$ cat src/supervisor_params.svh
// Constants of the redundant protection supervisor: register offsets, field
// positions, reset values and timing counts.
// Assumes a single 125 MHz system clock; times are given in milliseconds.
`ifndef SUPERVISOR_PARAMS_SVH
`define SUPERVISOR_PARAMS_SVH

// ----------------------------------------------------------------------------
// Timing
// ----------------------------------------------------------------------------
`define CLK_HZ              125000000
`define HALT_FILTER_MS      500
`define WDOG_TIMEOUT_MS     1000
`define HALT_RELEASE_MS     10000
`define HALT_FILTER_CYC     (`HALT_FILTER_MS * (`CLK_HZ / 1000))
`define WDOG_TIMEOUT_CYC    (`WDOG_TIMEOUT_MS * (`CLK_HZ / 1000))
`define HALT_RELEASE_CYC    (`HALT_RELEASE_MS * (`CLK_HZ / 1000))

// ----------------------------------------------------------------------------
// Register byte offsets
// ----------------------------------------------------------------------------
`define OFS_STATUS          8'h00
`define OFS_EVENT           8'h04
`define OFS_MASK            8'h08
`define OFS_CONTROL         8'h0c
`define OFS_REPORT          8'h10

// ----------------------------------------------------------------------------
// Event bits (event and mask registers share this layout)
// ----------------------------------------------------------------------------
`define EVT_FALLBACK        0
`define EVT_RESTORED        1
`define EVT_TRIP            2
`define EVT_WIRE            3
`define EVT_W               4

// ----------------------------------------------------------------------------
// Control bits and reset values
// ----------------------------------------------------------------------------
`define CTL_TRIP_RESET      0
`define MASK_RESET          4'h0
`define STANDBY_RESET       1'b1

`endif

$ cat src/supervisor_pkg.sv
// Types shared by the redundant protection supervisor files.
// Assumes nothing beyond a SystemVerilog compiler.
package supervisor_pkg;

  // Normal and backup sit one bit apart; emergency backup is the power-on state.
  typedef enum logic [1:0] {
    MODE_NORMAL = 2'h0,
    MODE_BACKUP = 2'h1,
    MODE_EMERG  = 2'h3
  } mode_t;

endpackage

$ cat src/filter_if.sv
// Signals between the supervisor and its persistence filter.
// Assumes both ends run on the same clock.
`timescale 1ns/100ps
interface filter_if;
  logic raw;
  logic filtered;
  modport src (output raw, input filtered);
  modport flt (input raw, output filtered);
endinterface

$ cat src/persist_filter.sv
// Persistence filter: the output rises only after the input has stood high
// for HOLD_CYC consecutive cycles, and falls with the input.
// Assumes the raw input is synchronous to clk.
`timescale 1ns/100ps
`include "supervisor_params.svh"
module persist_filter #(
  parameter logic [31:0] HOLD_CYC = `HALT_FILTER_CYC
) (
  input  wire logic clk,
  input  wire logic nrst,
  filter_if.flt     f
);

  logic [31:0] cnt_reg;
  logic        out_reg;

  assign f.filtered = out_reg;

  always_ff @(posedge clk or negedge nrst) begin
    if (!nrst) begin
      cnt_reg <= 32'h0;
      out_reg <= 1'b0;
    end else if (!f.raw) begin
      cnt_reg <= 32'h0;
      out_reg <= 1'b0;
    end else if (cnt_reg >= HOLD_CYC - 32'h1) begin
      out_reg <= 1'b1; // RULE2
    end else begin
      cnt_reg <= cnt_reg + 32'h1;
    end
  end

  AST_FILTER_HOLD: assert property (@(posedge clk) disable iff (!nrst) // RULE2
    $rose(out_reg) |-> $past(f.raw) && ($past(cnt_reg) >= HOLD_CYC - 32'h1))
    else $error("Halt filter passed before the hold time.");

endmodule

$ cat src/redundant_protection_supervisor.sv
// Redundant protection supervisor: follows the main controller while its
// watchdog pulses arrive and falls back to local engine protection otherwise.
// Assumes all inputs are synchronous to clk and an APB master on the bus.
//
// Design decisions made here: the address map and the APB slave port.
`timescale 1ns/100ps
`include "supervisor_params.svh"

// Summary of operation
// [RULE1] While watchdog pulses arrive, outputs follow the main controller commands.
// [RULE2] In backup, shutdown inputs, filtered halt and overspeed are evaluated locally.
// [RULE3] Fallback keeps the last protected or standby setting of the controller.
// [RULE4] Standby or bypass setting gives emergency backup; shutdown inputs ignored.
// [RULE5] After power-on without a controller, start in emergency backup.
// [RULE6] Report each shutdown input state and each broken-wire flag.
// [RULE7] Report primary battery lost while running from the secondary battery.
// [RULE8] Report halt input state and both solenoid wire fault flags.
// [RULE9] Controller drives common warning, common shutdown, fuel and halt commands.
// [RULE10] Controller drives the standby setting, also high during protection bypass.
// [RULE11] In fallback, own inputs drive the fuel and halt solenoids.
// [RULE12] Fallback begins after one second without any watchdog pulse.
// [RULE13] Controller sends a watchdog pulse about every 0.2 seconds.
// [RULE14] Fallback halt solenoid trips on shutdown, releases ten seconds after zero speed.
// [RULE15] Fallback common shutdown follows halt input or any shutdown input.
// [RULE16] Every watchdog pulse edge restarts the timeout counter.
module redundant_protection_supervisor #(
  parameter logic [31:0] WDOG_TIMEOUT_CYC = `WDOG_TIMEOUT_CYC,
  parameter logic [31:0] HALT_FILTER_CYC  = `HALT_FILTER_CYC,
  parameter logic [31:0] HALT_RELEASE_CYC = `HALT_RELEASE_CYC,
  parameter int          SD_N             = 5
) (
  input  wire logic            clk,
  input  wire logic            nrst,
  input  wire logic [7:0]      paddr,
  input  wire logic            psel,
  input  wire logic            penable,
  input  wire logic            pwrite,
  input  wire logic [31:0]     pwdata,
  output logic      [31:0]     prdata,
  output logic                 pready,
  output logic                 pslverr,
  output logic                 irq,
  input  wire logic            watchdog_pulse,
  input  wire logic            common_warning_cmd,
  input  wire logic            common_shutdown_cmd,
  input  wire logic            fuel_valve_cmd,
  input  wire logic            halt_valve_cmd,
  input  wire logic            standby_app_setting,
  input  wire logic [SD_N-1:0] shutdown_inputs,
  input  wire logic [SD_N-1:0] wire_break_inputs,
  input  wire logic            emergency_halt_input,
  input  wire logic            halt_coil_open,
  input  wire logic            fuel_coil_open,
  input  wire logic            battery_on_secondary,
  input  wire logic            overspeed_detect,
  input  wire logic            engine_speed_zero,
  output logic [SD_N-1:0]      shutdown_state,
  output logic [SD_N-1:0]      broken_wire_flags,
  output logic                 primary_battery_lost,
  output logic                 emergency_halt_state,
  output logic                 halt_coil_wire_fault,
  output logic                 fuel_coil_wire_fault,
  output logic                 halt_solenoid_out,
  output logic                 fuel_solenoid_out,
  output logic                 common_shutdown_out,
  output logic                 common_warning_out
);

  // --------------------------------------------------------------------------
  // Watchdog supervision
  // --------------------------------------------------------------------------
  supervisor_pkg::mode_t mode_reg;
  supervisor_pkg::mode_t mode_next;
  logic        wd_prev_reg;
  logic [31:0] wd_cnt_reg;
  logic        standby_last_reg;
  logic        wd_edge;
  logic        wd_timeout;
  logic        fallback;
  logic        started_reg;

  assign wd_edge    = watchdog_pulse != wd_prev_reg;
  assign wd_timeout = wd_cnt_reg >= WDOG_TIMEOUT_CYC - 32'h1;
  assign fallback   = mode_reg != supervisor_pkg::MODE_NORMAL;

  always_ff @(posedge clk or negedge nrst) begin
    if (!nrst) begin
      wd_prev_reg <= 1'b0;
      wd_cnt_reg  <= 32'h0;
      started_reg <= 1'b0;
    end else begin
      wd_prev_reg <= watchdog_pulse;
      started_reg <= 1'b1;
      if (wd_edge || fallback) begin
        wd_cnt_reg <= 32'h0; // RULE16
      end else if (!wd_timeout) begin
        wd_cnt_reg <= wd_cnt_reg + 32'h1;
      end
    end
  end

  always_comb begin
    mode_next = mode_reg;
    case (mode_reg)
      supervisor_pkg::MODE_NORMAL: begin
        if (!wd_edge && wd_timeout) begin // RULE12
          mode_next = standby_last_reg ? supervisor_pkg::MODE_EMERG // RULE4
                                       : supervisor_pkg::MODE_BACKUP; // RULE3
        end
      end
      supervisor_pkg::MODE_BACKUP,
      supervisor_pkg::MODE_EMERG: begin
        if (wd_edge) begin
          mode_next = supervisor_pkg::MODE_NORMAL; // RULE1
        end
      end
      default: mode_next = supervisor_pkg::MODE_EMERG;
    endcase
  end

  // Power-on lands in emergency backup until the controller shows up.
  always_ff @(posedge clk or negedge nrst) begin
    if (!nrst) begin
      mode_reg         <= supervisor_pkg::MODE_EMERG; // RULE5
      standby_last_reg <= `STANDBY_RESET;
    end else begin
      mode_reg <= mode_next;
      if (!fallback) begin
        standby_last_reg <= standby_app_setting; // RULE3
      end
    end
  end

  // --------------------------------------------------------------------------
  // Local protection
  // --------------------------------------------------------------------------
  filter_if halt_f ();
  assign halt_f.raw = emergency_halt_input;

  persist_filter #(
    .HOLD_CYC (HALT_FILTER_CYC)
  ) u_halt_filter (
    .clk  (clk),
    .nrst (nrst),
    .f    (halt_f)
  );

  logic [SD_N-1:0] sd_eff;
  logic            cause;
  logic            trip_reg;
  logic            trip_next;
  logic            trip_clear;
  logic [31:0]     rel_cnt_reg;
  logic            released_reg;
  logic            fuel_hold_reg;

  // Shutdown channels count only in plain backup.
  assign sd_eff    = (mode_reg == supervisor_pkg::MODE_BACKUP) ? shutdown_inputs
                                                               : {SD_N{1'b0}}; // RULE4
  assign cause     = fallback && (halt_f.filtered || overspeed_detect || (|sd_eff)); // RULE2
  assign trip_next = fallback && (cause || (trip_reg && !trip_clear));

  always_ff @(posedge clk or negedge nrst) begin
    if (!nrst) begin
      trip_reg      <= 1'b0;
      fuel_hold_reg <= 1'b0;
    end else begin
      trip_reg <= trip_next;
      if (!fallback) begin
        fuel_hold_reg <= fuel_valve_cmd;
      end
    end
  end

  // The release timer restarts if the engine turns again before it expires.
  always_ff @(posedge clk or negedge nrst) begin
    if (!nrst) begin
      rel_cnt_reg  <= 32'h0;
      released_reg <= 1'b0;
    end else if (!trip_reg || !engine_speed_zero) begin
      rel_cnt_reg  <= 32'h0;
      released_reg <= 1'b0;
    end else if (rel_cnt_reg >= HALT_RELEASE_CYC - 32'h1) begin
      released_reg <= 1'b1; // RULE14
    end else begin
      rel_cnt_reg <= rel_cnt_reg + 32'h1;
    end
  end

  // --------------------------------------------------------------------------
  // Output stage
  // --------------------------------------------------------------------------
  always_ff @(posedge clk or negedge nrst) begin
    if (!nrst) begin
      halt_solenoid_out   <= 1'b0;
      fuel_solenoid_out   <= 1'b0;
      common_shutdown_out <= 1'b0;
      common_warning_out  <= 1'b0;
    end else if (fallback) begin
      halt_solenoid_out   <= trip_next && !released_reg; // RULE11 RULE14
      fuel_solenoid_out   <= fuel_hold_reg && !trip_next; // RULE11
      common_shutdown_out <= trip_next; // RULE15
      common_warning_out  <= 1'b1;
    end else begin
      halt_solenoid_out   <= halt_valve_cmd; // RULE1
      fuel_solenoid_out   <= fuel_valve_cmd;
      common_shutdown_out <= common_shutdown_cmd;
      common_warning_out  <= common_warning_cmd;
    end
  end

  always_ff @(posedge clk or negedge nrst) begin
    if (!nrst) begin
      shutdown_state       <= {SD_N{1'b0}};
      broken_wire_flags    <= {SD_N{1'b0}};
      primary_battery_lost <= 1'b0;
      emergency_halt_state <= 1'b0;
      halt_coil_wire_fault <= 1'b0;
      fuel_coil_wire_fault <= 1'b0;
    end else begin
      shutdown_state       <= shutdown_inputs; // RULE6
      broken_wire_flags    <= wire_break_inputs; // RULE6
      primary_battery_lost <= battery_on_secondary; // RULE7
      emergency_halt_state <= emergency_halt_input; // RULE8
      halt_coil_wire_fault <= halt_coil_open; // RULE8
      fuel_coil_wire_fault <= fuel_coil_open; // RULE8
    end
  end

  // --------------------------------------------------------------------------
  // APB slave and interrupt
  // --------------------------------------------------------------------------
  logic [`EVT_W-1:0] event_reg;
  logic [`EVT_W-1:0] mask_reg;
  logic [`EVT_W-1:0] event_set;
  logic [`EVT_W-1:0] event_clr;
  logic              wire_any;
  logic              wire_prev_reg;
  logic              setup;
  logic              wr_go;
  logic [31:0]       rd_mux;
  logic              addr_bad;

  assign setup      = psel && !penable;
  assign wr_go      = psel && penable && pready && pwrite;
  assign wire_any   = (|wire_break_inputs) || halt_coil_open || fuel_coil_open;
  assign trip_clear = wr_go && (paddr == `OFS_CONTROL) && pwdata[`CTL_TRIP_RESET];
  assign event_clr  = (wr_go && (paddr == `OFS_EVENT)) ? pwdata[`EVT_W-1:0]
                                                       : {`EVT_W{1'b0}};

  always_comb begin
    event_set                = {`EVT_W{1'b0}};
    event_set[`EVT_FALLBACK] = !fallback && (mode_next != supervisor_pkg::MODE_NORMAL);
    event_set[`EVT_RESTORED] = fallback && (mode_next == supervisor_pkg::MODE_NORMAL);
    event_set[`EVT_TRIP]     = trip_next && !trip_reg;
    event_set[`EVT_WIRE]     = wire_any && !wire_prev_reg;
  end

  always_comb begin
    rd_mux   = 32'h0;
    addr_bad = 1'b0;
    case (paddr)
      `OFS_STATUS:  rd_mux = {26'h0, fuel_solenoid_out, halt_solenoid_out, trip_reg,
                              standby_last_reg, mode_reg};
      `OFS_EVENT:   rd_mux = {28'h0, event_reg};
      `OFS_MASK:    rd_mux = {28'h0, mask_reg};
      `OFS_CONTROL: rd_mux = 32'h0;
      `OFS_REPORT:  rd_mux = {18'h0, fuel_coil_wire_fault, halt_coil_wire_fault,
                              emergency_halt_state, primary_battery_lost,
                              broken_wire_flags, shutdown_state};
      default:      addr_bad = 1'b1;
    endcase
  end

  // One wait-free access phase: data and error are prepared in the setup cycle.
  always_ff @(posedge clk or negedge nrst) begin
    if (!nrst) begin
      pready  <= 1'b0;
      prdata  <= 32'h0;
      pslverr <= 1'b0;
    end else begin
      pready  <= setup;
      pslverr <= setup && addr_bad;
      if (setup) begin
        prdata <= pwrite ? 32'h0 : rd_mux;
      end
    end
  end

  // Set wins over a write-one clear in the same cycle.
  always_ff @(posedge clk or negedge nrst) begin
    if (!nrst) begin
      event_reg     <= {`EVT_W{1'b0}};
      mask_reg      <= `MASK_RESET;
      wire_prev_reg <= 1'b0;
      irq           <= 1'b0;
    end else begin
      wire_prev_reg <= wire_any;
      event_reg     <= (event_reg & ~event_clr) | event_set;
      irq           <= |(((event_reg & ~event_clr) | event_set) & mask_reg);
      if (wr_go && (paddr == `OFS_MASK)) begin
        mask_reg <= pwdata[`EVT_W-1:0];
      end
    end
  end

  // --------------------------------------------------------------------------
  // Assertions
  // --------------------------------------------------------------------------
  AST_NORMAL_FOLLOWS: assert property (@(posedge clk) disable iff (!nrst) // RULE1
    !fallback |=> halt_solenoid_out == $past(halt_valve_cmd)
                  && fuel_solenoid_out == $past(fuel_valve_cmd))
    else $error("Outputs did not follow the controller in normal mode.");

  AST_TIMEOUT_FALLBACK: assert property (@(posedge clk) disable iff (!nrst) // RULE12
    (!fallback && !wd_edge && wd_cnt_reg == WDOG_TIMEOUT_CYC - 32'h1) |=> fallback)
    else $error("No fallback after the watchdog timeout.");

  AST_EDGE_RESTART: assert property (@(posedge clk) disable iff (!nrst) // RULE16
    (!fallback && wd_edge) |=> (wd_cnt_reg == 32'h0) && !fallback)
    else $error("Watchdog edge did not restart the timeout.");

  AST_KEEP_SETTING: assert property (@(posedge clk) disable iff (!nrst) // RULE3
    (!fallback && $past(!fallback) ##1 fallback) |->
      (mode_reg == (($past(standby_last_reg)) ? supervisor_pkg::MODE_EMERG
                                              : supervisor_pkg::MODE_BACKUP)))
    else $error("Fallback mode does not match the last setting.");

  AST_EMERG_IGNORES_SD: assert property (@(posedge clk) disable iff (!nrst) // RULE4
    (mode_reg == supervisor_pkg::MODE_EMERG && !trip_reg && !halt_f.filtered
     && !overspeed_detect && mode_next == supervisor_pkg::MODE_EMERG) |=> !trip_reg)
    else $error("Shutdown input tripped in emergency backup.");

  AST_POWER_ON_EMERG: assert property (@(posedge clk) disable iff (!nrst) // RULE5
    !started_reg |-> mode_reg == supervisor_pkg::MODE_EMERG)
    else $error("Power-on mode is not emergency backup.");

  AST_REPORT: assert property (@(posedge clk) disable iff (!nrst) // RULE6
    ##1 (shutdown_state == $past(shutdown_inputs)
         && broken_wire_flags == $past(wire_break_inputs)))
    else $error("Shutdown or wire flags not reported.");

  AST_BATTERY: assert property (@(posedge clk) disable iff (!nrst) // RULE7
    $rose(battery_on_secondary) |=> primary_battery_lost)
    else $error("Battery loss not reported.");

  AST_HALT_REPORT: assert property (@(posedge clk) disable iff (!nrst) // RULE8
    ##1 (emergency_halt_state == $past(emergency_halt_input)
         && halt_coil_wire_fault == $past(halt_coil_open)
         && fuel_coil_wire_fault == $past(fuel_coil_open)))
    else $error("Halt state or coil faults not reported.");

  AST_FALLBACK_SOLENOIDS: assert property (@(posedge clk) disable iff (!nrst) // RULE11
    (fallback && halt_f.filtered && !released_reg) |=> halt_solenoid_out && !fuel_solenoid_out)
    else $error("Local halt did not drive the solenoids.");

  AST_HALT_RELEASE: assert property (@(posedge clk) disable iff (!nrst) // RULE14
    (trip_reg && engine_speed_zero && rel_cnt_reg == HALT_RELEASE_CYC - 32'h1)
      |=> released_reg ##1 (!halt_solenoid_out || !fallback))
    else $error("Halt solenoid not released after zero speed.");

  AST_COMMON_SD: assert property (@(posedge clk) disable iff (!nrst) // RULE15
    (fallback && (halt_f.filtered || (|sd_eff))) |=> common_shutdown_out)
    else $error("Common shutdown missing in fallback.");

endmodule

$ cat config.mk
export PLATFORM = sky130hd
export DESIGN_NAME = redundant_protection_supervisor
export DESIGN_NICKNAME = d
export VERILOG_FILES = /design/src/supervisor_pkg.sv /design/src/filter_if.sv /design/src/persist_filter.sv /design/src/redundant_protection_supervisor.sv
export VERILOG_INCLUDE_DIRS = /design/src
export SDC_FILE = /design/constraint.sdc
export NUM_CORES = 1
export LEC_CHECK = 0
export ABC_AREA = 0
export BUFFER_PORTS_ARGS = -buffer_cell sky130_fd_sc_hd__buf_2
export CAP_MARGIN = 20
export CORE_MARGIN = 2
export CORE_UTILIZATION = 51
export DETAILED_ROUTE_END_ITERATION = 8
export GPL_ROUTABILITY_DRIVEN = 1
export PLACE_DENSITY = 0.76
export SETUP_SLACK_MARGIN = 0.4
export SLEW_MARGIN = 20
export SYNTH_ARGS = -nofsm -noshare
export SYNTH_HDL_FRONTEND = slang
export SYNTH_SLANG_ARGS = --single-unit
$ cat constraint.sdc
create_clock -name clk -period 2.4 [get_ports clk]
set_clock_uncertainty 0.2 [all_clocks]
set_input_delay 0.12 -clock clk [delete_from_list [all_inputs] [get_ports clk]]
set_output_delay 0.12 -clock clk [all_outputs]
set_load 0.03 [all_outputs]
==> After elaboration in Yosys (flattened, before gate mapping) <==
Index checks and enable logic that the tools add are counted.
{ "classes": {"n_bitwise": 4, "order_cmp": 3, "addsub": 3, "mux": 23, "n_eq_ne": 11, "reduce_logical": 46} }
{ "op_table": {"columns": ["cell", "count"], "rows": [
  ["$mux 32", 7],
  ["$add 32x1->32 const B", 3],
  ["$pmux 14 s4", 1],
  ["$ge 32x26->1 const B", 1],
  ["$ge 32x27->1 const B", 1],
  ["$ge 32x31->1 const B", 1],
  ["$logic_and 1x1->1", 19],
  ["$eq 8x4->1 const B", 2],
  ["$reduce_or 5->1", 3],
  ["$logic_not 1->1", 9],
  ["$mux 1", 9],
  ["$and 4x4->4", 2],
  ["$eq 8x3->1 const B", 1],
  ["$eq 8x5->1 const B", 1],
  ["$logic_not 8->1", 1],
  ["$logic_or 1x1->1", 7],
  ["$mux 2", 3],
  ["$reduce_bool 2->1", 3],
  ["$mux 5", 1],
  ["$logic_not 2->1", 2],
  ["$mux 4", 1],
  ["$ne 2x1->1 const B", 2],
  ["$ne 2x2->1 const B", 2],
  ["$not 4->4", 1],
  ["7 further kinds", 7]
]} }
{ "word_totals": {"regBits": 166, "in_bits": 67, "word_cells": 117} }

==> Depth between registers and ports, before layout <==
{ "logic_depth": {"depth_word": 13, "depth_mapped": 8, "depth_no_buf": 7} }

==> Modules after synthesis <==
Synthesis repeated with hierarchy kept, for this count alone.
{ "unflattened": {"cells_unflattened": 819, "area_unflattened_um2": 7786.2} }
{ "by_module_without_submodules": {"columns": ["mod", "seq_area_each_um2", "n_inst", "area_per_inst_um2", "cells_each"], "rows": [
  ["redundant_protection_supervisor", 2881.5, 1, 5990.7, 626],
  ["persist_filter", 825.8, 1, 1795.5, 193]
]} }

==> Least setup slack after synthesis <==
No wires, ideal clock.
{ "synth_path": {"path_kind": "reg2reg", "startpoint": "register wd_cnt_reg[31]", "endpoint": "register wd_cnt_reg[13]", "required_ns": 2.134, "n_path_buf": 0, "path_slack_ns": -0.105, "synth_period_minus_slack_ns": 2.505, "stages_incl_launch_ff": 7, "arrival_ns": 2.239, "setup_ns": 0.066, "cell_sequence": "dfrtp_1 > or4_4 > or3_4 > a211oi_4 > o21ai_2 > or4_1 > nand2_1"} }
{ "synth_via": {"elab_chain_len": 2} }
{ "synth_lines": {"columns": ["element", "line_no", "rtl"], "rows": [
  ["start, declared", "redundant_protection_supervisor.sv:75", "logic [31:0] wd_cnt_reg;"],
  ["start signal, assigned", "redundant_protection_supervisor.sv:97", "wd_cnt_reg <= wd_cnt_reg + 32'h1;"],
  ["$ge 32x27->1", "redundant_protection_supervisor.sv:83", "assign wd_timeout = wd_cnt_reg >= WDOG_TIMEOUT_CYC - 32'h1;"],
  ["$ne 2x1->1 (no line)", null, null]
]} }
No other way between the ends.
A chain may end at the register's enable or synchronous reset.

==> Worst setup path after layout <==
Same ends and word-level chain as after synthesis.

==> results.cfg <==
[run_status]
failed_checks = setup timing
outcome = finished, violations left

[drt]
final_routed_wirelength_um = 21200
via_count = 6626
drt_pre_antenna_iters = 5
drt_first_iter_violations = 545
detail_routed_via_count_per_cell = 5.92
wire_per_inst_um = 19.0
detail_route_antenna_nets = 0
number_of_remaining_drc_errors = 0

[power]
power_per_cell_area_nw_per_um2 = 550
total_power_mw = 5.68
power.ir.vdd_worst_uv = 622
p_leak_nw = 4.58

[synth]
yosys_warnings = 0
synth.cell_area_um2 = 7220
seq_area_frac_synth_pct = 51.4
share_of_synthesized_flip_flops_with_an_asynchronous_set_or_reset_pct = 100
most_used_flip_flop_cell_after_synthesis = sky130_fd_sc_hd__dfrtp_1
synth_cells = 727
synth.avg_cell_area_um2 = 9.93
post_synth_cell_types = 57
synth-edff-count = 0
ys_ff_latch = 148

[clocking]
clock_tree.root_cell = sky130_fd_sc_hd__clkbuf_16
cts.htree.levels = 4
clock_latency_ns = 0.44
number_of_buffers_between_clock_root_and_the_deepest_sink = 2
cts_buffers = 17
clock-sinks = 148
clk_pin_slew_ns = 0.06
cts_tree = built

[placement]
gp_congestion = 0.886
dpl.cell_count = 1008
hpwl_um = 11400
buffer_ports.inserted = 73

[global_route]
grt-ovfl-total = 0
grt_pass1_wl_um = 31700
largest_net_degree_at_the_start_of_global_routing = 62
number_of_antenna_violations_at_the_first_check_in_global_routing = 0
global_route_usage_over_all_layers_pct = 26.9
grt_pass1_vias = 6652

[floorplan]
floorplan.io_pins = 120
fp.dieW_um = 123
initial_core_util_pct = 52.2
die_h_um = 123
core_area_um2 = 13800
fp.dieArea_um2 = 15100
fp-row-count = 43

[run]
max_cap_violations = 0

[critical_path]
cp_slowest_cell = sky130_fd_sc_hd__or4_4
timing.critical_path.max_delay_family = simple AND/OR/NAND/NOR gates
setup.worst_path.class = flip-flop to flip-flop
crit_path_start_kind = flip-flop
crit_path_max_fanout = 6
worst_setup_path_end_kind = flip-flop
crit_path_cell_trace = or4_4 > or3_4 > a211oi_4 > buf_6 > o21ai_4 > or4_1 > nand2_1
crit_buf_inv = 1
slowest_delay_ns = 0.55
worst-endpoint-arrival_ns = 2.77
worst-endpoint-required_ns = 2.58
worst_setup_path_startpoint = wd_cnt_reg[31]$_DFFE_PN0P_
critical_path.reg2reg.startpoint = wd_cnt_reg[31]$_DFFE_PN0P_

[layout]
fillerInstances = 814
count_of_antenna_diodes_in_the_layout = 0
seqCellArea_um2 = 3710
drive_above_1_share_pct = 33.7
final-instance-count-excl-fill = 1119
area_delta_synth_final_pct = 43.1
multiInputGateArea_um2 = 4050
layout.nets = 996

[sta]
max_slew.worst_pin.slew_ns = 0.815
rsz0062_at_grt = true
relSlewSlack_pct = 45.7
timing.final.crit_period_ns = 2.60
max_freq_mhz = 385
min_period_over_period_pct = 108
report.final.hold_viol_count = 0
final-setup-viol-count = 45
worst_slack_ns = -0.198
timing_max_transition_violations_final = 0

[worst_hold_path]
min_path_type = primary input to async pin
-- final timing paths --
path                       slack, ns  cells after the start                                    end
max                            -0.20                      7             wd_cnt_reg[13]$_DFFE_PN0P_
min                             0.02                      2             wd_cnt_reg[16]$_DFFE_PN0P_
max reg2reg                    -0.20                      7             wd_cnt_reg[13]$_DFFE_PN0P_
min reg2reg                     0.29                      1  u_halt_filter.cnt_reg[29]$_DFFE_PN0P_
max in group asynchronous       1.23                      3                  mode_reg[1]$_DFF_PN1_
min in group clk                0.05                      4                  prdata[4]$_DFFE_PN0P_
-- power breakdown --
part | internal (mW) | switching (mW)
clock | 1.70 | 1.04
combinational | 0.135 | 0.248
sequential | 2.53 | 0.0250
total | 4.37 | 1.31
-- worst reg2reg max path, stage by stage (launching register included) --
cell	delay, ns
sky130_fd_sc_hd__dfrtp_1	0.38
sky130_fd_sc_hd__or4_4	0.55
sky130_fd_sc_hd__or3_4	0.35
sky130_fd_sc_hd__a211oi_4	0.22
sky130_fd_sc_hd__buf_6	0.17
sky130_fd_sc_hd__o21ai_4	0.09
sky130_fd_sc_hd__or4_1	0.51
sky130_fd_sc_hd__nand2_1	0.08
-- layout by cell type (no fill, tap or decap), drive strengths merged, types with 6 or more instances in the layout --
| master | count |
|---|---|
| xor2 | 43 |
| mux2i | 17 |
| a22o | 14 |
| nor3 | 18 |
| o21a | 6 |
| nand2b | 16 |
| clkbuf | 26 |
| a21oi | 28 |
| nand3 | 38 |
| dfrtp | 145 |
| nor4 | 15 |
| o21ai | 30 |
| dlygate4sd3 | 34 |
| nor2 | 71 |
| buf | 172 |
| and2 | 29 |
| conb | 18 |
| o211ai | 12 |
| inv | 14 |
| xnor2 | 7 |
| nand2 | 63 |
| nand4 | 15 |
| or4 | 10 |
| and3 | 20 |
| or3 | 16 |
| o2111ai | 6 |
-- metal layers --
metal / wire (um) / up-vias / global-route usage (%)
met1: 8230 / 3328 / 31.9
met3: 1070 / 74 / 6.09
met2: 11200 / 281 / 46.4
met4: 703 / 0 / 12.6
li1: - / 2943 / -
met5: 0 / - / 0
-- kinds of logic after synthesis --
| kind of cell | count (synthesis) | share of synthesized area [%] |
|---|---|---|
| multiplexers | 22 | 3.14 |
| AO/OA/AOI/OAI | 117 | 11.2 |
| other | 1 | 0.0520 |
| XOR/XNOR | 50 | 6.07 |
| adder cells (fa/ha/maj) | 3 | 0.520 |
| flip-flops | 148 | 51.4 |
| AND/OR/NAND/NOR | 329 | 23.7 |
| buffers and inverters | 57 | 3.97 |
-- through the flow --
| stage | util [%] | TNS (ns) | hold WS, ns | area, um2 | setup WS (ns) |
|---|---|---|---|---|---|
| 2_1_floorplan | - | -0.909 | -0.376 | 7530 | -0.105 |
| 3_3_place_gp | 59.8 | -1.58 | -0.0681 | 8260 | -0.140 |
| 3_5_place_dp | 59.8 | -3.27 | -0.0624 | 8260 | -0.184 |
| 4_1_cts | 71.4 | -2.14 | 0.000563 | 9880 | -0.165 |
| 5_1_grt | 74.7 | -7.22 | 0.0751 | 10300 | -0.302 |
| 6_report | 74.7 | -3.28 | 0.0244 | 10300 | -0.198 |
-- synth_stat cells, drive strengths merged (10+ instances only) --
cell type	number	share of area, %
nand2	63	3.3
a21oi	28	1.9
or4	10	1.1
xor2	43	5.2
and3	20	1.7
dfrtp	145	50
a22o	14	1.7
and2	29	2.5
o21ai	30	2.1
o211ai	12	1.2
nand2b	16	1.4
or3	16	1.5
nor3	18	1.2
mux2i	17	2.4
nor4	15	1.4
buf	22	2.1
clkbuf	22	1.1
nand3	38	2.6
nor2	71	3.7
inv	13	0.68
nand4	15	1.3
-- layout make-up --
| type | instances | share of cell area (%) |
|---|---|---|
| Inverter | 13 | 0.472 |
| Tap cell | 180 | 2.18 |
| Multi-Input combinational cell | 539 | 39.2 |
| Clock inverter | 6 | 0.908 |
| Clock buffer | 26 | 5.03 |
| Sequential cell | 148 | 35.9 |
| Timing Repair Buffer | 207 | 16.3 |
-- what timing repair did --
| item | in CTS | in global routing |
|---|---|---|
| pin swaps | 63 | 71 |
| endpoints found under the hold margin | 187 | 0 |
| setup buffers | 27 | 15 |
| hold buffers | 35 | 0 |
| cloned | 1 | 1 |
| setup endpoints to repair | 90 | 104 |
| gates resized for setup | 84 | 76 |
(Power assumes the default switching activity.)
